### config.mk
export PLATFORM = sky130hd
export DESIGN_NAME = pscg_top
export DESIGN_NICKNAME = d
export VERILOG_FILES = /design/src/rtl/pscg_pkg.sv /design/src/rtl/pscg_tick_div.sv /design/src/rtl/pscg_sync3.sv /design/src/rtl/pscg_top.sv
export SDC_FILE = /design/constraint.sdc
export NUM_CORES = 1
export LEC_CHECK = 0
export ABC_CLOCK_PERIOD_IN_PS = 2450
export BUFFER_PORTS_ARGS = -buffer_cell sky130_fd_sc_hd__buf_2
export CORE_MARGIN = 10
export CORE_UTILIZATION = 35
export DETAILED_ROUTE_END_ITERATION = 10
export PLACE_DENSITY = 0.54
export SLEW_MARGIN = 10
export SYNTH_ARGS = -nofsm -noshare
export SYNTH_HDL_FRONTEND = slang
export SYNTH_SLANG_ARGS = --single-unit
### constraint.sdc
create_clock -name clk_sys -period 2.45 [get_ports clk_sys]
set_input_delay 0.49 -clock clk_sys [delete_from_list [all_inputs] [get_ports clk_sys]]
set_output_delay 0.49 -clock clk_sys [all_outputs]
set_load 0.005 [all_outputs]
### src/rtl/pscg_pkg.sv
// shared constants, state enum and carrier structs for the power-state clock generator
package pscg_pkg;

    // base rates
    localparam int CLK_HZ          = 100_000_000;
    localparam int XTAL_HZ         = 32_768;
    localparam int PLL_MULT        = 112;
    // sys clocks per crystal tick and per high-frequency tick
    localparam int XTAL_DIV_CYCLES = CLK_HZ / XTAL_HZ;
    localparam int HF_DIV_CYCLES   = CLK_HZ / (XTAL_HZ * PLL_MULT);

    // phase generator divide ratios and phase positions
    localparam logic [2:0] AWAKE_DIV  = 3'h6;
    localparam logic [2:0] READ_DIV   = 3'h7;
    localparam logic [2:0] LIGHT_DIV  = 3'h7;
    localparam logic [2:0] PH1_END    = 3'h2;
    localparam logic [2:0] PH2_START  = 3'h3;
    localparam logic [2:0] POS_RST    = 3'h0;

    // supply settle and reset-key hold times
    localparam int SETTLE_MS       = 56;
    localparam int SETTLE_CYCLES   = SETTLE_MS * (CLK_HZ / 1000);
    localparam int KEY_HOLD_S      = 5;
    localparam int KEY_HOLD_CYCLES = KEY_HOLD_S * CLK_HZ;

    // reset values
    localparam logic        SLEEP_CTL_RST = 1'b1;
    localparam logic        BUZZ_N_RST    = 1'b1;
    localparam logic [31:0] CNT_RST       = 32'h0000_0000;
    localparam logic [15:0] DIV_CNT_RST   = 16'h0000;

    typedef enum logic [1:0] {
        PSCG_DEEP,
        PSCG_LIGHT,
        PSCG_AWAKE
    } pscg_state_t;

    // commands and requests from cpu decode and keyboard logic
    typedef struct packed {
        logic go_deep;
        logic go_light;
        logic wake_key;
        logic wake_cmp;
        logic dev_read;
        logic flag_clear;
        logic gie_set;
        logic gie_clear;
        logic reset_keys;
        logic buzz_n;
    } pscg_ctl_t;

    // state seen by the rest of the chip
    typedef struct packed {
        pscg_state_t state;
        logic        power_up_flag;
        logic        gie;
        logic        pll_on;
        logic        powered;
    } pscg_stat_t;

    typedef struct packed {
        logic [15:0] cnt;
        logic        tick;
    } pscg_div_t;

    typedef struct packed {
        logic s1;
        logic s2;
        logic s3;
        logic out;
    } pscg_sync_t;

    typedef struct packed {
        pscg_state_t state;
        logic        flag;
        logic        gie;
        logic        pll_on;
        logic        buzz_n;
        logic        sleep_ctl;
        logic        pwo_oe_n;
        logic        powered;
        logic [31:0] settle_cnt;
        logic [31:0] key_cnt;
        logic [2:0]  pos;
        logic [2:0]  div;
        logic        src_hf;
        logic        run;
        logic        ph1;
        logic        ph2;
    } pscg_core_t;

endpackage

### src/rtl/pscg_tick_div.sv
// enable-pulse divider: one-cycle tick every PERIOD system clocks while enabled
`timescale 1ns/1ps
module pscg_tick_div
    import pscg_pkg::*;
#(
    parameter int PERIOD = 27
) (
    input  wire logic clk_sys,
    input  wire logic sys_rst,
    input  wire logic en,
    output logic      tick
);

    pscg_div_t q_r;
    pscg_div_t q_nxt;

    // count up the period, restart when disabled
    always_comb begin
        q_nxt      = q_r;
        q_nxt.tick = 1'b0;
        if (!en) begin
            q_nxt.cnt = DIV_CNT_RST;
        end else if (q_r.cnt == 16'(PERIOD - 1)) begin
            q_nxt.cnt  = DIV_CNT_RST;
            q_nxt.tick = 1'b1;
        end else begin
            q_nxt.cnt = q_r.cnt + 16'h0001;
        end
    end

    always_ff @(posedge clk_sys) begin
        if (sys_rst) begin
            q_r <= '{cnt: DIV_CNT_RST, tick: 1'b0};
        end else begin
            q_r <= q_nxt;
        end
    end

    assign tick = q_r.tick;

endmodule

### src/rtl/pscg_sync3.sv
// three-flop pin synchroniser; output moves only when flops two and three agree
`timescale 1ns/1ps
module pscg_sync3
    import pscg_pkg::*;
#(
    parameter logic INIT = 1'b0
) (
    input  wire logic clk_sys,
    input  wire logic sys_rst,
    input  wire logic din,
    output logic      dout
);

    pscg_sync_t q_r;
    pscg_sync_t q_nxt;

    // shift chain; first flop feeds only the second
    always_comb begin
        q_nxt    = q_r;
        q_nxt.s1 = din;
        q_nxt.s2 = q_r.s1;
        q_nxt.s3 = q_r.s2;
        if (q_r.s2 == q_r.s3) begin
            q_nxt.out = q_r.s3;
        end
    end

    always_ff @(posedge clk_sys) begin
        if (sys_rst) begin
            q_r <= '{s1: INIT, s2: INIT, s3: INIT, out: INIT};
        end else begin
            q_r <= q_nxt;
        end
    end

    assign dout = q_r.out;

endmodule

### src/rtl/pscg_top.sv
// power-state sequencer and two-phase system clock generator
//
// What this block does
// three states only: deep sleep, light sleep, awake; outputs follow the state
// two-phase clock; control strobes valid in phase two, data in phase one
// awake phases run near 611 kHz
// light sleep phases run near 4.68 kHz
// full-reset deep sleep holds both phase outputs low; a commanded deep sleep freezes them at their last level
// pll multiplies 32.768 kHz crystal by 112 to about 3.67 MHz
// awake divides the pll clock by 6 unless this device is read
// light sleep divides the crystal clock by 7; pll on but unused
// a read of this device stretches the pll divide to 7
// supply fail or power-ok low outside deep sleep gives full reset
// reset-key combination held five seconds forces the full reset
// initial deep sleep: flag clear, power-ok low, sleep-control high, pll off
// initial deep sleep: interrupts disabled, buzzer output high
// cpu commands normal deep sleep: flag set, comparator may wake
// cpu commands light sleep: flag set, power-ok high, sleep-control low
// keyboard entry or comparator interrupt moves to awake
// awake keeps the flag; software clears it before leaving
// awake: power-ok high, sleep-control low, pll feeds the generator
// power-ok low resets only once 56 ms passed since sleep-control fell
// buzzer output active low, tone is a square wave on it
// sleep-control high asks deep-sleep supply, low asks awake supply
// allow 56 ms supply settle after sleep-control falls
// phases never overlap; divide changes only at cycle boundaries
`timescale 1ns/1ps
module pscg_top
    import pscg_pkg::*;
#(
    parameter int SETTLE_CYC   = SETTLE_CYCLES,
    parameter int KEY_HOLD_CYC = KEY_HOLD_CYCLES
) (
    input  wire logic       clk_sys,
    input  wire logic       sys_rst,
    input  wire pscg_ctl_t  ctl,
    input  wire logic       supply_fail,
    input  wire logic       power_ok_reset_n_i,
    output logic            power_ok_reset_n_o,
    output logic            power_ok_reset_n_oe_n,
    output logic            phase_one_clock,
    output logic            phase_two_clock,
    output logic            sleep_ctl,
    output logic            buzzer_n,
    output pscg_stat_t      stat
);

    pscg_core_t  q_r;
    pscg_core_t  q_nxt;
    logic        xtal_tick;
    logic        hf_tick;
    logic        fail_s;
    logic        pwo_s;
    logic        gen_tick;
    logic        key_fire;
    logic        pwo_fire;
    logic        full_reset;
    pscg_state_t st_nxt;

    // crystal time base, always running
    pscg_tick_div #(
        .PERIOD (XTAL_DIV_CYCLES)
    ) u_xtal (
        .clk_sys (clk_sys),
        .sys_rst (sys_rst),
        .en      (1'b1),
        .tick    (xtal_tick)
    );

    // pll high-frequency time base, gated by pll enable
    pscg_tick_div #(
        .PERIOD (HF_DIV_CYCLES)
    ) u_pll (
        .clk_sys (clk_sys),
        .sys_rst (sys_rst),
        .en      (q_r.pll_on),
        .tick    (hf_tick)
    );

    // supply fail detector pin
    pscg_sync3 #(
        .INIT (1'b0)
    ) u_fail_sync (
        .clk_sys (clk_sys),
        .sys_rst (sys_rst),
        .din     (supply_fail),
        .dout    (fail_s)
    );

    // power-ok wire level, may be pulled low by the supply comparator
    pscg_sync3 #(
        .INIT (1'b1)
    ) u_pwo_sync (
        .clk_sys (clk_sys),
        .sys_rst (sys_rst),
        .din     (power_ok_reset_n_i),
        .dout    (pwo_s)
    );

    // reset causes
    assign key_fire   = ctl.reset_keys && (q_r.key_cnt == 32'(KEY_HOLD_CYC - 1));
    assign pwo_fire   = !pwo_s && q_r.powered && (q_r.state != PSCG_DEEP);
    assign full_reset = fail_s || key_fire || pwo_fire;
    assign gen_tick   = q_r.src_hf ? hf_tick : xtal_tick;

    always_comb begin
        q_nxt  = q_r;
        st_nxt = q_r.state;

        // five-second reset-key hold counter
        if (!ctl.reset_keys || key_fire) begin
            q_nxt.key_cnt = CNT_RST;
        end else begin
            q_nxt.key_cnt = q_r.key_cnt + 32'h0000_0001;
        end

        // state sequencing
        case (q_r.state)
            PSCG_DEEP: begin
                if (ctl.wake_key || (ctl.wake_cmp && q_r.flag)) begin
                    st_nxt = PSCG_AWAKE;
                end
            end
            PSCG_LIGHT: begin
                if (ctl.wake_key || ctl.wake_cmp) begin
                    st_nxt = PSCG_AWAKE;
                end
            end
            PSCG_AWAKE: begin
                if (ctl.go_deep) begin
                    st_nxt = PSCG_DEEP;
                end else if (ctl.go_light) begin
                    st_nxt = PSCG_LIGHT;
                end
            end
            default: begin
                st_nxt = PSCG_DEEP;
            end
        endcase

        // power-up flag: set by sleep commands, set wins over clear
        if (q_r.state == PSCG_AWAKE && (ctl.go_deep || ctl.go_light)) begin
            q_nxt.flag = 1'b1;
        end else if (q_r.state == PSCG_AWAKE && ctl.flag_clear) begin
            q_nxt.flag = 1'b0;
        end

        // global interrupt enable, software driven outside initial deep sleep
        if (ctl.gie_set) begin
            q_nxt.gie = 1'b1;
        end else if (ctl.gie_clear) begin
            q_nxt.gie = 1'b0;
        end

        // full reset returns to initial deep sleep
        if (full_reset) begin
            st_nxt     = PSCG_DEEP;
            q_nxt.flag = 1'b0;
        end
        if (st_nxt == PSCG_DEEP && !q_nxt.flag) begin
            q_nxt.gie = 1'b0;
        end
        q_nxt.state = st_nxt;

        // state-driven outputs
        q_nxt.sleep_ctl = (st_nxt == PSCG_DEEP);
        q_nxt.pwo_oe_n  = (st_nxt != PSCG_DEEP);
        q_nxt.pll_on    = (st_nxt != PSCG_DEEP);
        q_nxt.buzz_n    = (st_nxt == PSCG_DEEP) ? 1'b1 : ctl.buzz_n;

        // supply settle window after sleep-control falls
        if (q_nxt.sleep_ctl) begin
            q_nxt.settle_cnt = CNT_RST;
            q_nxt.powered    = 1'b0;
        end else if (q_r.settle_cnt != 32'(SETTLE_CYC - 1)) begin
            q_nxt.settle_cnt = q_r.settle_cnt + 32'h0000_0001;
        end else begin
            q_nxt.powered = 1'b1;
        end

        // phase generator; divisor and source reload only at cycle end or while stopped
        // a stopped generator starts only on a tick of its new source, so phase one is never cut short
        if (!q_r.run) begin
            q_nxt.pos    = POS_RST;
            q_nxt.run    = (st_nxt != PSCG_DEEP) && ((st_nxt == PSCG_AWAKE) ? hf_tick : xtal_tick);
            q_nxt.src_hf = (st_nxt == PSCG_AWAKE);
            q_nxt.div    = (st_nxt == PSCG_AWAKE) ? (ctl.dev_read ? READ_DIV : AWAKE_DIV) : LIGHT_DIV;
        end else if (gen_tick) begin
            if (q_r.pos == q_r.div - 3'h1) begin
                q_nxt.pos    = POS_RST;
                // a source change stops the generator; it restarts aligned to the new source
                q_nxt.run    = (st_nxt != PSCG_DEEP) && ((st_nxt == PSCG_AWAKE) == q_r.src_hf);
                q_nxt.src_hf = (st_nxt == PSCG_AWAKE);
                if (st_nxt == PSCG_AWAKE) begin
                    q_nxt.div = ctl.dev_read ? READ_DIV : AWAKE_DIV;
                end else begin
                    q_nxt.div = LIGHT_DIV;
                end
            end else begin
                q_nxt.pos = q_r.pos + 3'h1;
            end
        end

        // phase one leads, gap, phase two, gap: never both high
        q_nxt.ph1 = q_nxt.run && (q_nxt.pos < PH1_END);
        q_nxt.ph2 = q_nxt.run && (q_nxt.pos >= PH2_START)
                    && (q_nxt.pos <= q_nxt.div - 3'h2);
        if (full_reset) begin
            q_nxt.run = 1'b0;
            q_nxt.ph1 = 1'b0;
            q_nxt.ph2 = 1'b0;
            q_nxt.pos = POS_RST;
        end
    end

    // state register
    always_ff @(posedge clk_sys) begin
        if (sys_rst) begin
            q_r <= '{state: PSCG_DEEP, flag: 1'b0, gie: 1'b0, pll_on: 1'b0,
                     buzz_n: BUZZ_N_RST, sleep_ctl: SLEEP_CTL_RST, pwo_oe_n: 1'b0,
                     powered: 1'b0, settle_cnt: CNT_RST, key_cnt: CNT_RST,
                     pos: POS_RST, div: LIGHT_DIV, src_hf: 1'b0, run: 1'b0,
                     ph1: 1'b0, ph2: 1'b0};
        end else begin
            q_r <= q_nxt;
        end
    end

    // outputs straight from the state register, except the power-ok level, which is tied low
    assign phase_one_clock       = q_r.ph1;
    assign phase_two_clock       = q_r.ph2;
    assign sleep_ctl             = q_r.sleep_ctl;
    assign buzzer_n              = q_r.buzz_n;
    assign power_ok_reset_n_o    = 1'b0; // only ever drives low
    assign power_ok_reset_n_oe_n = q_r.pwo_oe_n;
    assign stat.state            = q_r.state;
    assign stat.power_up_flag    = q_r.flag;
    assign stat.gie              = q_r.gie;
    assign stat.pll_on           = q_r.pll_on;
    assign stat.powered          = q_r.powered;

endmodule

After elaboration in Yosys (flattened, before gate mapping)
Cells that the tools add are included.
Word-level totals
  bits of input ports: 14
  flip-flop bits (word level): 124
Cells by class
  mux-type cells: 21
  magnitude comparators: 3
  equal/unequal tests: 13
  bitwise operators: 1
  reduce and logical (&&, ||, !) cells: 34
  add/sub/neg operators: 7
Operators with widths (count)
  $add 32x1->32 const B: 2
  $add 16x1->16 const B: 2
  $eq 32x29->1 const B: 1
  $ne 32x23->1 const B: 1
  $eq 16x12->1 const B: 1
  $eq 16x5->1 const B: 1
  $mux 8: 2
  $logic_and 1x1->1: 12
  $reduce_or 2->1: 6
  $mux 1: 11
  $mux 2: 5
  $logic_or 1x1->1: 6
  $pmux 2 s3: 1
  $reduce_bool 2->1: 3
  $mux 5: 1
  $eq 2x2->1 const B: 2
  $logic_not 2->1: 2
  $ne 2x1->1 const B: 2
  $add 3x1->3 const B: 1
  $eq 1x1->1: 3
  $eq 3x3->1: 1
  $ge 3x2->1 const B: 1
  $le 3x3->1: 1
  $logic_not 1->1: 3
  other kinds (8): 8

Longest topological paths before layout
Gate-level depths: netlist of run 1.
  depth in word-level cells: 14
  gate-level depth with buffers: 14

Cells and area by module
From an unflattened synthesis of run 1, not the netlist that was laid out.
Second synthesis, totals
  cells, all modules: 653
  area total of the unflattened synthesis: 5785.5 µm²
Modules (own cells, without submodules)
  pscg_top: cells each 465, sequential area each 1641.6 µm², instances 1, area an instance 3976.3 µm²
  pscg_tick_div (u_pll): cells each 85, sequential area each 340.3 µm², instances 1, area an instance 817.0 µm²
  pscg_tick_div (u_xtal): cells each 83, sequential area each 340.3 µm², instances 1, area an instance 764.5 µm²
  pscg_sync3 (u_pwo_sync): cells each 10, sequential area each 80.1 µm², instances 1, area an instance 115.1 µm²
  pscg_sync3 (u_fail_sync): cells each 10, sequential area each 80.1 µm², instances 1, area an instance 112.6 µm²

Worst setup path before layout of run 1
Ideal clock, no wire load.
  path type: flip-flop to flip-flop
  start point: register q_r[4] (netlist bit)
  end point: register q_r (netlist bit phase_two_clock)
  cell stages (with the launch flop): 13
  path slack: -0.131 ns
  clock period less this slack: 2.581 ns
  library setup time: 0.096 ns
  arrival time: 2.485 ns
  buffers on the path: 1
  cell sequence: dfxtp_1 inv_1 ha_1 xnor2_1 nor4_1 nand2b_1 buf_2 nor2_1 ha_1 a21o_1 a21oi_1 a31oi_1 nor4b_1
Between the ends
  word-level cells in the longest chain between the ends: 8
Ends and longest elaborated chain
  start, declared: line pscg_top.sv:48  | pscg_core_t q_r;
  start signal, assigned: line pscg_top.sv:219  | q_r <= '{state: PSCG_DEEP, flag: 1'b0, gie: 1'b0, pll_on: 1'b0,
  start signal, assigned: line pscg_top.sv:225  | q_r <= q_nxt;
  $sub 3x1->3: line pscg_top.sv:189  | if (q_r.pos == q_r.div - 3'h1) begin
  $eq 3x3->1: line pscg_top.sv:189
  $mux 5 / $mux 3 (equally long branches): line pscg_top.sv:189
  $mux 8 (*): line pscg_top.sv:188  | end else if (gen_tick) begin
  $mux 8 (*): line pscg_top.sv:183  | if (!q_r.run) begin
  $sub 3x2->3 / $ge 3x2->1 (equally long branches): line pscg_top.sv:207, pscg_top.sv:206
  $le 3x3->1 / $logic_and 1x1->1 (equally long branches): line pscg_top.sv:207, pscg_top.sv:206
  $logic_and 1x1->1 (*): line pscg_top.sv:207  | && (q_nxt.pos <= q_nxt.div - 3'h2);
Every way passes the cells marked *; elsewhere a longest branch is shown, timed or not. The select of a mux whose other input is x is not followed.
A chain may end at the register's enable or synchronous reset.

==> results of run 1 <==
stage by stage:
step                      instances  setup slack [ns]  util (%)  instance area, sq um  TNS, ns
after floorplan                 651           -0.0293         -                  5740  -0.0293
after global placement          893           -0.0650      39.0                  6210  -0.0650
after detailed placement        893           -0.0859      39.0                  6210  -0.0859
after CTS                       925            -0.106      43.1                  6870   -0.106
after global routing            926            -0.199      43.3                  6900   -0.199
final                           926           -0.0696      43.3                  6900  -0.0696
cells in the mapped netlist (2+ instances only):
cell | number | area share [%]
a21oi_1 | 21 | 1.8
a311oi_1 | 2 | 0.31
a31oi_1 | 3 | 0.33
and3_1 | 8 | 0.87
and4_1 | 14 | 2.1
buf_2 | 11 | 0.96
buf_4 | 9 | 1.2
buf_6 | 2 | 0.39
clkbuf_1 | 9 | 0.59
dfxtp_1 | 124 | 43
ha_1 | 11 | 2.4
inv_1 | 18 | 1.2
mux2i_1 | 3 | 0.52
nand2_1 | 34 | 2.2
nand2b_1 | 6 | 0.65
nand3_1 | 41 | 3.6
nand3b_1 | 3 | 0.39
nand4_1 | 19 | 2.1
nor2_1 | 106 | 6.9
nor2b_1 | 6 | 0.65
nor3_1 | 21 | 1.8
nor3b_1 | 2 | 0.26
nor4_1 | 17 | 1.9
nor4b_1 | 6 | 0.92
o2111ai_1 | 3 | 0.46
o21a_1 | 2 | 0.26
o21ai_0 | 8 | 0.70
o21bai_1 | 3 | 0.39
o31ai_1 | 9 | 1.2
or2_2 | 7 | 0.76
or3_1 | 9 | 0.98
or4_1 | 10 | 1.3
or4b_1 | 3 | 0.52
xnor2_1 | 49 | 7.5
xor2_1 | 30 | 4.6
power by group through the flow:
stage | Sequential [uW] | Combinational [uW] | Clock, uW
6_report | 2070 | 157 | 2660
5_1_grt | 2070 | 178 | 2810
3_5_place_dp | 2110 | 160 | 0
4_1_cts | 2070 | 161 | 2730
3_3_place_gp | 2110 | 157 | 0
2_1_floorplan | 2110 | 110 | 0
cell usage in the layout, fill, tap and decap left out, types with 6 or more instances in the layout:
cell / instances
buf_2: 24
xor2_1: 30
nand3_1: 41
or3_1: 9
inv_1: 18
nor2b_1: 6
nand2_1: 34
o21ai_0: 8
nor3_1: 20
buf_4: 34
or4_1: 9
nand4_1: 19
o31ai_1: 9
and3_1: 8
nor4_1: 16
or2_2: 7
nor2_1: 106
a21oi_1: 20
dfxtp_1: 122
xnor2_1: 49
clkbuf_16: 17
ha_1: 11
and4_1: 14
routing by layer:
metal / global-route usage [%] / vias to the layer above / routed length (microns)
met3: 3.45 / 11 / 427
met4: 4.31 / 0 / 150
met5: 0 / - / 0
li1: - / 2365 / -
met1: 13.9 / 2228 / 5810
met2: 18.7 / 53 / 5900
layout make-up:
class / instances / area, sq um / area share (%)
inverter: 18 / 67.6 / 0.979
clock inverter: 15 / 211 / 3.06
tap: 216 / 270 / 3.92
sequential: 124 / 2480 / 36.0
clock buffer: 17 / 425 / 6.16
timing repair buffer: 59 / 395 / 5.73
multi-input combinational: 477 / 3050 / 44.1
path summary, 6_finish.rpt:
path / to / depth (start not counted) / slack [ns] / start
max: phase_two_clock$_SDFF_PP0_ / 11 / -0.07 / q_r[40]$_SDFF_PP0_
min: u_pwo_sync.q_nxt[2]$_SDFF_PP1_ / 2 / 0.25 / power_ok_reset_n_i
max reg2reg: phase_two_clock$_SDFF_PP0_ / 11 / -0.07 / q_r[40]$_SDFF_PP0_
min reg2reg: u_pwo_sync.q_nxt[1]$_SDFF_PP1_ / 1 / 0.41 / u_pwo_sync.q_nxt[2]$_SDFF_PP1_
what timing repair did:
action                                  CTS  global route
endpoints found under the setup margin    1             1
resized for setup                         4             6
pin swaps                                 1             4
buffers inserted                          0             1
logic make-up (layout without fill, tap and decap cells):
family,count (synthesis),count (layout),share of synthesized area [%]
buffers and inverters,50,109,4.39
XOR/XNOR,80,80,12.5
AO/OA/AOI/OAI,56,56,6.27
other,1,1,0.0654
AND/OR/NAND/NOR,325,325,30.4
multiplexers,4,4,0.720
flip-flops,124,124,43.3
adder cells (fa/ha/maj),11,11,2.40
critical path: stages (launching register included):
cell and delay (ns):
dfxtp_2 0.32, or4_4 0.54, nor4_4 0.31, a41oi_2 0.16, and4bb_1 0.24, nor2_1 0.10
ha_1 0.15, inv_1 0.03, a21o_1 0.18, a21oi_2 0.13, a31oi_1 0.06, nor4b_2 0.21
sequential cells by signal, summed over array words and instances, names as in the netlist:
| register | count |
|---|---|
| q_r | 72 |
| u_pll.q_r | 16 |
| u_xtal.q_r | 16 |
| stat | 5 |
| u_fail_sync.q_nxt | 2 |
| u_pwo_sync.q_nxt | 2 |
| buzzer_n | 1 |
| phase_one_clock | 1 |
| phase_two_clock | 1 |
| power_ok_reset_n_oe_n | 1 |
| sleep_ctl | 1 |
| u_fail_sync.dout | 1 |
| u_fail_sync.q_r | 1 |
| u_pll.tick | 1 |
| u_pwo_sync.dout | 1 |
| u_pwo_sync.q_r | 1 |
| u_xtal.tick | 1 |
==> results.json, run 1 <==
{
  "status": "complete, but fails checks",
  "violations": "setup timing",
  "leakagePower_uw": 0.00238,
  "core_sq_um": 15900,
  "worst-setup-path-type": "reg -> reg",
  "netlist_instances": 651,
  "setup_viol_count_final": 1,
  "clk_pin_slew_ns": 0.06,
  "die-width_microns": 148,
  "root_buffer": "clkbuf_16",
  "clk_latency_ns": 0.42,
  "fmax_mhz": 397,
  "seqPwrFrac_pct": 42.3,
  "drt_iter0_drc": 281,
  "grt_start_max_net_pins": 36,
  "fin_ws_ns": -0.0696,
  "fillers": 1569,
  "combPwrFrac_pct": 3.2,
  "ys_async_sr_fraction_pct": 0,
  "start_util_pct": 36.0,
  "drive_above_1_share_pct": 16.8,
  "cts-htree-levels": 4,
  "cts_buffers": 17,
  "postRouteAntennaNets": 0,
  "synth_seq_cells": 124,
  "grt_use_total_pct": 11.5,
  "antenna_found_initial": 0,
  "slew-limit-headroom_pct": 59.9,
  "vias": 4657,
  "clkPwrFrac_pct": 54.5,
  "rows": 46,
  "crit_fanout": 2,
  "io_buffers": 24,
  "grt_setup_unrepaired": "yes",
  "drc": 0,
  "cts.path.max_buffers": 2,
  "layout_min_cycle_time_ns": 2.52,
  "sw_frac_of_total_pct": 21.8,
  "synth_area_sq_um": 5730,
  "n_antenna_cell": 0,
  "grt_pass1_wl_microns": 21000,
  "synth-edff-count": 0,
  "synthFlopType": "dfxtp_1",
  "peakVddDrop_v": 0.000618,
  "vias_per_cell": 5.03,
  "hold_viol_final": 0,
  "syn_nets": 676,
  "cts_tree": "built",
  "die_y_microns": 148,
  "min_path_type": "in -> reg",
  "ys_seq_area_share_pct": 43.3,
  "critical_path.endpoint_type": "flip-flop",
  "worstMarginPinSlew_ns": 0.599,
  "grt_pass1_vias": 4477,
  "intPower_uw": 3830,
  "cp-start-kind": "flip-flop",
  "post-route-period-util_pct": 103,
  "grt_overflow": 0,
  "synth.avg_cell_area_sq_um": 8.80,
  "finalWirelength_microns": 12300,
  "crit_arrival_ns": 2.85,
  "synth_warnings": 0,
  "avgRoutedWirePerCell_microns": 13.3,
  "drv_slew": 0,
  "dp_hpwl_microns": 8600,
  "finalNetCount": 722,
  "dieArea_sq_um": 21900,
  "finalClockSkew_ns": 0.0107,
  "postCtsHoldBufs": 0,
  "cts.sinks": 124,
  "design_power_total_uw": 4890,
  "first_pass_iters": 4,
  "syn_to_final_growth_pct": 20.4,
  "cellPowerDensity_nw_per_um2": 708,
  "synth_cell_types": 57,
  "io_pins": 26,
  "drv_cap": 0,
  "critPathRequiredTime_ns": 2.78,
  "timing.hold.ws_ns": 0.253,
  "place.gp.congestion": 0.858,
  "power.switching_uw": 1060
}
Power figures use the tool's default switching activity.
==> run 2: changes to the inputs <==
--- a/config.mk
+++ b/config.mk
@@ -8,9 +8,9 @@
 export ABC_CLOCK_PERIOD_IN_PS = 2450
 export BUFFER_PORTS_ARGS = -buffer_cell sky130_fd_sc_hd__buf_2
 export CORE_MARGIN = 10
-export CORE_UTILIZATION = 35
+export CORE_UTILIZATION = 40
 export DETAILED_ROUTE_END_ITERATION = 10
-export PLACE_DENSITY = 0.54
+export PLACE_DENSITY = 0.6
 export SLEW_MARGIN = 10
 export SYNTH_ARGS = -nofsm -noshare
 export SYNTH_HDL_FRONTEND = slang
==> results.json, run 2 (synthesized netlist as in run 1, its figures left out) <==
{
  "status": "complete, but fails checks",
  "violations": "setup timing",
  "finalNetCount": 725,
  "grt_use_total_pct": 12.3,
  "antenna_found_initial": 0,
  "rows": 43,
  "setup_viol_count_final": 1,
  "hold_depth": 2,
  "place.gp.congestion": 0.812,
  "dr_wl_met3_microns": 371,
  "cts.path.max_buffers": 2,
  "rrSetupSlack_ns": -0.13,
  "drv_cap": 0,
  "cp-start-kind": "flip-flop",
  "drt_iter0_drc": 157,
  "slew-limit-headroom_pct": 27.4,
  "cts_buffers": 17,
  "crit_arrival_ns": 2.90,
  "worst-setup-path-type": "reg -> reg",
  "core_sq_um": 13900,
  "cts_tree": "built",
  "peakVddDrop_v": 0.000529,
  "final_area_sq_um": 6920,
  "largest-register": "q_r",
  "drt-met1-wl_microns": 5880,
  "fmax_mhz": 387,
  "met2_wirelength_microns": 5660,
  "clk_latency_ns": 0.41,
  "sw_frac_of_total_pct": 19.7,
  "multi_input_area_sq_um": 3030,
  "drive_above_1_share_pct": 16.3,
  "start_util_pct": 41.1,
  "fin_ws_ns": -0.133,
  "critPathRequiredTime_ns": 2.77,
  "drc": 0,
  "layout_min_cycle_time_ns": 2.58,
  "layout_commonest_cell": "dfxtp_1",
  "clkPwrFrac_pct": 56.7,
  "seqPwrFrac_pct": 40.1,
  "grt_pass1_wl_microns": 20700,
  "die-width_microns": 140,
  "crit_fanout": 2,
  "highest_layer": "met4",
  "syn_to_final_growth_pct": 20.8,
  "place_area_sq_um": 6200,
  "layout_common_cells": "dfxtp_1, nor2_1, xnor2_1, nand3_1, buf_4",
  "power.switching_uw": 1010,
  "hold_viol_final": 0,
  "finalClockSkew_ns": 0.00940,
  "root_buffer": "clkbuf_16",
  "fin_util_pct": 49.7,
  "critical_path.endpoint_type": "flip-flop",
  "ff_latch_area_sq_um": 2480,
  "worstMarginPinSlew_ns": 1.08,
  "grt_start_max_net_pins": 35,
  "grt_overflow": 0,
  "drv_slew": 0,
  "grt_setup_unrepaired": "yes",
  "largestRegisters": "q_r x72, u_pll.q_r x16, u_xtal.q_r x16",
  "dieArea_sq_um": 19500,
  "largest_register_ffs": 72,
  "fillers": 1268,
  "cts.sinks": 124,
  "io_buffers": 24,
  "combPwrFrac_pct": 3.2,
  "grt_pass1_vias": 4562,
  "min_path_type": "in -> reg",
  "io_pins": 26,
  "postCtsHoldBufs": 0,
  "vias_per_cell": 5.22,
  "postRouteAntennaNets": 0,
  "vias": 4653,
  "finalWirelength_microns": 12100,
  "intPower_uw": 4140,
  "r2r_cells": 11,
  "first_pass_iters": 5,
  "cts-htree-levels": 4,
  "avgRoutedWirePerCell_microns": 13.5,
  "cellPowerDensity_nw_per_um2": 745,
  "clk_pin_slew_ns": 0.06,
  "n_antenna_cell": 0,
  "post-route-period-util_pct": 105,
  "dp_hpwl_microns": 8400,
  "leakagePower_uw": 0.00244,
  "die_y_microns": 140
}
==> run 2: cell count changes in the layout (fill, tap and decap cells not counted), sizes merged <==
cell | previous run | this run
clkinv | 4 | 5
clkbuf | 17 | 19
buf | 59 | 62
clkinvlp | 3 | 0
inv | 22 | 18
bufinv | 4 | 7
==> run 2: path summary, 6_finish.rpt <==
| check | to | startpoint |
|---|---|---|
| worst min-delay path | buzzer_n$_SDFF_PP1_ | ctl[0] |
| worst max-delay path | phase_two_clock$_SDFF_PP0_ | q_r[30]$_SDFF_PP0_ |
| worst min register to register | u_pwo_sync.q_nxt[1]$_SDFF_PP1_ | u_pwo_sync.q_nxt[2]$_SDFF_PP1_ |
| worst max register to register | phase_two_clock$_SDFF_PP0_ | q_r[30]$_SDFF_PP0_ |
==> run 2: final cells by class <==
cell class | instances | area share, %
Sequential cell | 124 | 35.9
Tap cell | 180 | 3.25
Multi-Input combinational cell | 477 | 43.8
Inverter | 18 | 0.976
Clock buffer | 19 | 6.40
Clock inverter | 12 | 3.51
Timing Repair Buffer | 62 | 6.22
==> run 2: metal layers <==
metal,GRT usage [%],vias to the layer above
met2,20.3,57
met5,0,-
met4,4.08,0
met1,15.0,2207
li1,-,2372
met3,3.67,17
==> run 2: worst max-delay path, cell delays in order (launching register included) <==
cell      delay, ns
dfxtp_1        0.31
or4b_4         0.56
nor4_4         0.32
a41oi_2        0.17
and4bb_1       0.23
nor2_1         0.10
ha_1           0.16
inv_1          0.04
a21o_1         0.17
a21oi_1        0.13
a31oi_1        0.07
nor4b_2        0.24
==> run 2: timing repair <==
item / in CTS / in global routing
resized for setup: 4 / 1
setup endpoints to repair: 1 / 1
buffers inserted: 1 / 1
cloned: 0 / 0
pin swaps: 1 / 4
==> run 2: through the flow <==
stage | worst slack, ns | total power [uW] | hold WS [ns] | setup TNS [ns] | instances
6_report | -0.133 | 5160 | 0.260 | -0.133 | 892
3_3_place_gp | -0.0717 | 2280 | 0.393 | -0.0717 | 859
5_1_grt | -0.268 | 5330 | 0.250 | -0.268 | 892
3_5_place_dp | -0.139 | 2280 | 0.400 | -0.139 | 859
2_1_floorplan | -0.0293 | 2220 | 0.389 | -0.0293 | 651
4_1_cts | -0.104 | 5210 | 0.244 | -0.104 | 891
==> run 2: power groups by stage <==
stage	combinational, uW	clock [uW]	sequential (uW)
6_report	166	2920	2070
5_1_grt	186	3070	2070
4_1_cts	170	2970	2070
3_5_place_dp	169	0	2110
3_3_place_gp	167	0	2110
2_1_floorplan	110	0	2110
==> run 3: changes to the inputs <==
--- a/config.mk
+++ b/config.mk
@@ -5,12 +5,12 @@
 export SDC_FILE = /design/constraint.sdc
 export NUM_CORES = 1
 export LEC_CHECK = 0
-export ABC_CLOCK_PERIOD_IN_PS = 2450
+export ABC_CLOCK_PERIOD_IN_PS = 2630
 export BUFFER_PORTS_ARGS = -buffer_cell sky130_fd_sc_hd__buf_2
-export CORE_MARGIN = 10
+export CORE_MARGIN = 1.5
 export CORE_UTILIZATION = 40
 export DETAILED_ROUTE_END_ITERATION = 10
-export PLACE_DENSITY = 0.6
+export PLACE_DENSITY = 0.58
 export SLEW_MARGIN = 10
 export SYNTH_ARGS = -nofsm -noshare
 export SYNTH_HDL_FRONTEND = slang
==> constraint.sdc (replaced) <==
create_clock -name clk_sys -period 2.63 [get_ports clk_sys]
set_input_delay 0.526 -clock clk_sys [delete_from_list [all_inputs] [get_ports clk_sys]]
set_output_delay 0.526 -clock clk_sys [all_outputs]
set_load 0.005 [all_outputs]
==> results.json, run 3 (synthesized netlist as in run 1, its figures left out) <==
{
  "clk_latency_ns": 0.42,
  "crit_fanout": 2,
  "n_antenna_cell": 0,
  "grt_pass1_wl_microns": 19900,
  "r2r-end": "phase_two_clock$_SDFF_PP0_",
  "path_cells": "or4b_4, nor4_4, a41oi_2, and4bb_1, nor2_1, ha_2, inv_1, a21o_1, a21oi_2, a31oi_1, nor4b_2",
  "peakVddDrop_v": 0.000406,
  "fmax_mhz": 395,
  "grt_setup_unrepaired": "yes",
  "cts.path.max_buffers": 2,
  "drt-met1-wl_microns": 5470,
  "worstMarginPinSlew_ns": 1.11,
  "fillers": 1315,
  "drc": 0,
  "finalWirelength_microns": 11600,
  "grt_use_total_pct": 16.6,
  "place.gp.congestion": 0.849,
  "clkPwrFrac_pct": 52.0,
  "grt_pass1_vias": 4395,
  "die-width_microns": 123,
  "first_pass_iters": 4,
  "intPower_uw": 3360,
  "finalNonFillerCells": 881,
  "vias_per_cell": 5.25,
  "slew-limit-headroom_pct": 25.4,
  "setup_viol_count_final": 0,
  "layout_min_cycle_time_ns": 2.53,
  "status": "complete, no violations",
  "root_buffer": "clkbuf_16",
  "antenna_found_initial": 0,
  "io_buffers": 24,
  "cellPowerDensity_nw_per_um2": 641,
  "cp-start-kind": "flip-flop",
  "dieArea_sq_um": 15100,
  "finalClockSkew_ns": 0.00863,
  "cts-htree-levels": 4,
  "post-route-period-util_pct": 96.4,
  "combPwrFrac_pct": 3.3,
  "cp_slowest_cell": "or4b_4",
  "layout_commonest_cell": "dfxtp_1",
  "largest-register": "q_r",
  "worstSetupEndpoint": "phase_two_clock$_SDFF_PP0_",
  "largestRegisters": "q_r x72, u_pll.q_r x16, u_xtal.q_r x16",
  "start_util_pct": 41.1,
  "design_power_total_uw": 4320,
  "grt_start_max_net_pins": 36,
  "critical_path.endpoint_type": "flip-flop",
  "avgRoutedWirePerCell_microns": 13.2,
  "clk_pin_slew_ns": 0.05,
  "drt_iter0_drc": 231,
  "highest_layer": "met4",
  "hold_viol_final": 0,
  "layout_common_cells": "dfxtp_1, nor2_1, xnor2_1, nand3_1, nand2_1",
  "dp_cells": 848,
  "power.switching_uw": 959,
  "dr_wl_met3_microns": 328,
  "timing.hold.ws_ns": 0.294,
  "rrSetupSlack_ns": 0.1,
  "drv_cap": 0,
  "crit_path_max_incr_delay_ns": 0.54,
  "io_pins": 26,
  "vias": 4625,
  "min_from": "ctl[0]",
  "finalNetCount": 714,
  "rows": 43,
  "r2r_cells": 11,
  "regToRegStartpoint": "q_r[25]$_SDFF_PP0_",
  "fin_ws_ns": 0.0957,
  "seqPwrFrac_pct": 44.7,
  "worst-setup-path-type": "reg -> reg",
  "critPathLaunch": "q_r[25]$_SDFF_PP0_",
  "worst-path-buf-inv": 1,
  "syn_to_final_growth_pct": 17.4,
  "dp_hpwl_microns": 8040,
  "pre_cts_slack_ns": -0.0304,
  "cts.sinks": 124,
  "cts_buffers": 17,
  "drive_above_1_share_pct": 15.8,
  "core_sq_um": 13900,
  "postCtsHoldBufs": 0,
  "grt_overflow": 0,
  "drv_slew": 0,
  "cp.depth": 11,
  "cts_tree": "built",
  "crit_arrival_ns": 2.86,
  "postRouteAntennaNets": 0,
  "leakagePower_uw": 0.00231,
  "critPathRequiredTime_ns": 2.95,
  "die_y_microns": 123,
  "min_path_type": "in -> reg",
  "cpLargestDelayFamily": "simple AND/OR/NAND/NOR gates",
  "sw_frac_of_total_pct": 22.2,
  "met2_wirelength_microns": 5660,
  "largest_register_ffs": 72
}
run 3: cell count changes in the layout (fill, tap and decap cells not counted), sizes merged:
cell	previous run	this run
clkinvlp	0	4
bufinv	7	2
clkinv	5	4
clkbuf	19	18
inv	18	21
buf	62	51
run 3: worst min-delay path by stage:
stage | to | slack [ns] | cells after the start
4_1_cts | buzzer_n$_SDFF_PP1_ | 0.27 | 2
6_report | buzzer_n$_SDFF_PP1_ | 0.29 | 2
5_1_grt | u_pwo_sync.q_nxt[2]$_SDFF_PP1_ | 0.28 | 2
3_5_place_dp | u_pwo_sync.q_nxt[1]$_SDFF_PP1_ | 0.40 | 1
2_1_floorplan | u_pwo_sync.q_nxt[1]$_SDFF_PP1_ | 0.39 | 1
3_3_place_gp | u_pwo_sync.q_nxt[1]$_SDFF_PP1_ | 0.40 | 1
run 3: routing by layer:
| metal | vias to the layer above | track usage, % |
|---|---|---|
| met5 | - | 0 |
| met4 | 0 | 6.76 |
| met3 | 16 | 4.79 |
| met2 | 47 | 27.0 |
| met1 | 2210 | 20.6 |
| li1 | 2352 | - |
run 3: cell type report:
class                      instances  area [sq um]  area share (%)
clock buffer                      18           429            6.38
clock inverter                    13           144            2.14
inverter                          18          67.6            1.00
multi-input combinational        477          3040            45.2
sequential                       124          2490            36.9
tap                              180           225            3.35
timing repair buffer              51           335            4.98
run 3: stage by stage:
stage / instance area, sq um / util, % / TNS, ns
global route: 6730 / 48.3 / -0.0217
CTS: 6700 / 48.1 / -0.00183
floorplan: 5730 / - / 0
finish: 6730 / 48.3 / 0
global placement: 6090 / 43.7 / 0
detailed placement: 6090 / 43.7 / -0.0304
run 3: timing repair:
| item | CTS | global route |
|---|---|---|
| pin swaps | 9 | 7 |
| buffers inserted | 1 | 1 |
| gates cloned | 0 | 0 |
| gates resized for setup | 7 | 6 |
| setup endpoints to repair | 1 | 1 |
run 3: power by group through the flow:
stage	registers [uW]	clock network [uW]	logic, uW
detailed placement	1970	0	146
global placement	1970	0	143
global route	1930	2380	164
finish	1930	2240	145
floorplan	1960	0	102
CTS	1930	2310	147
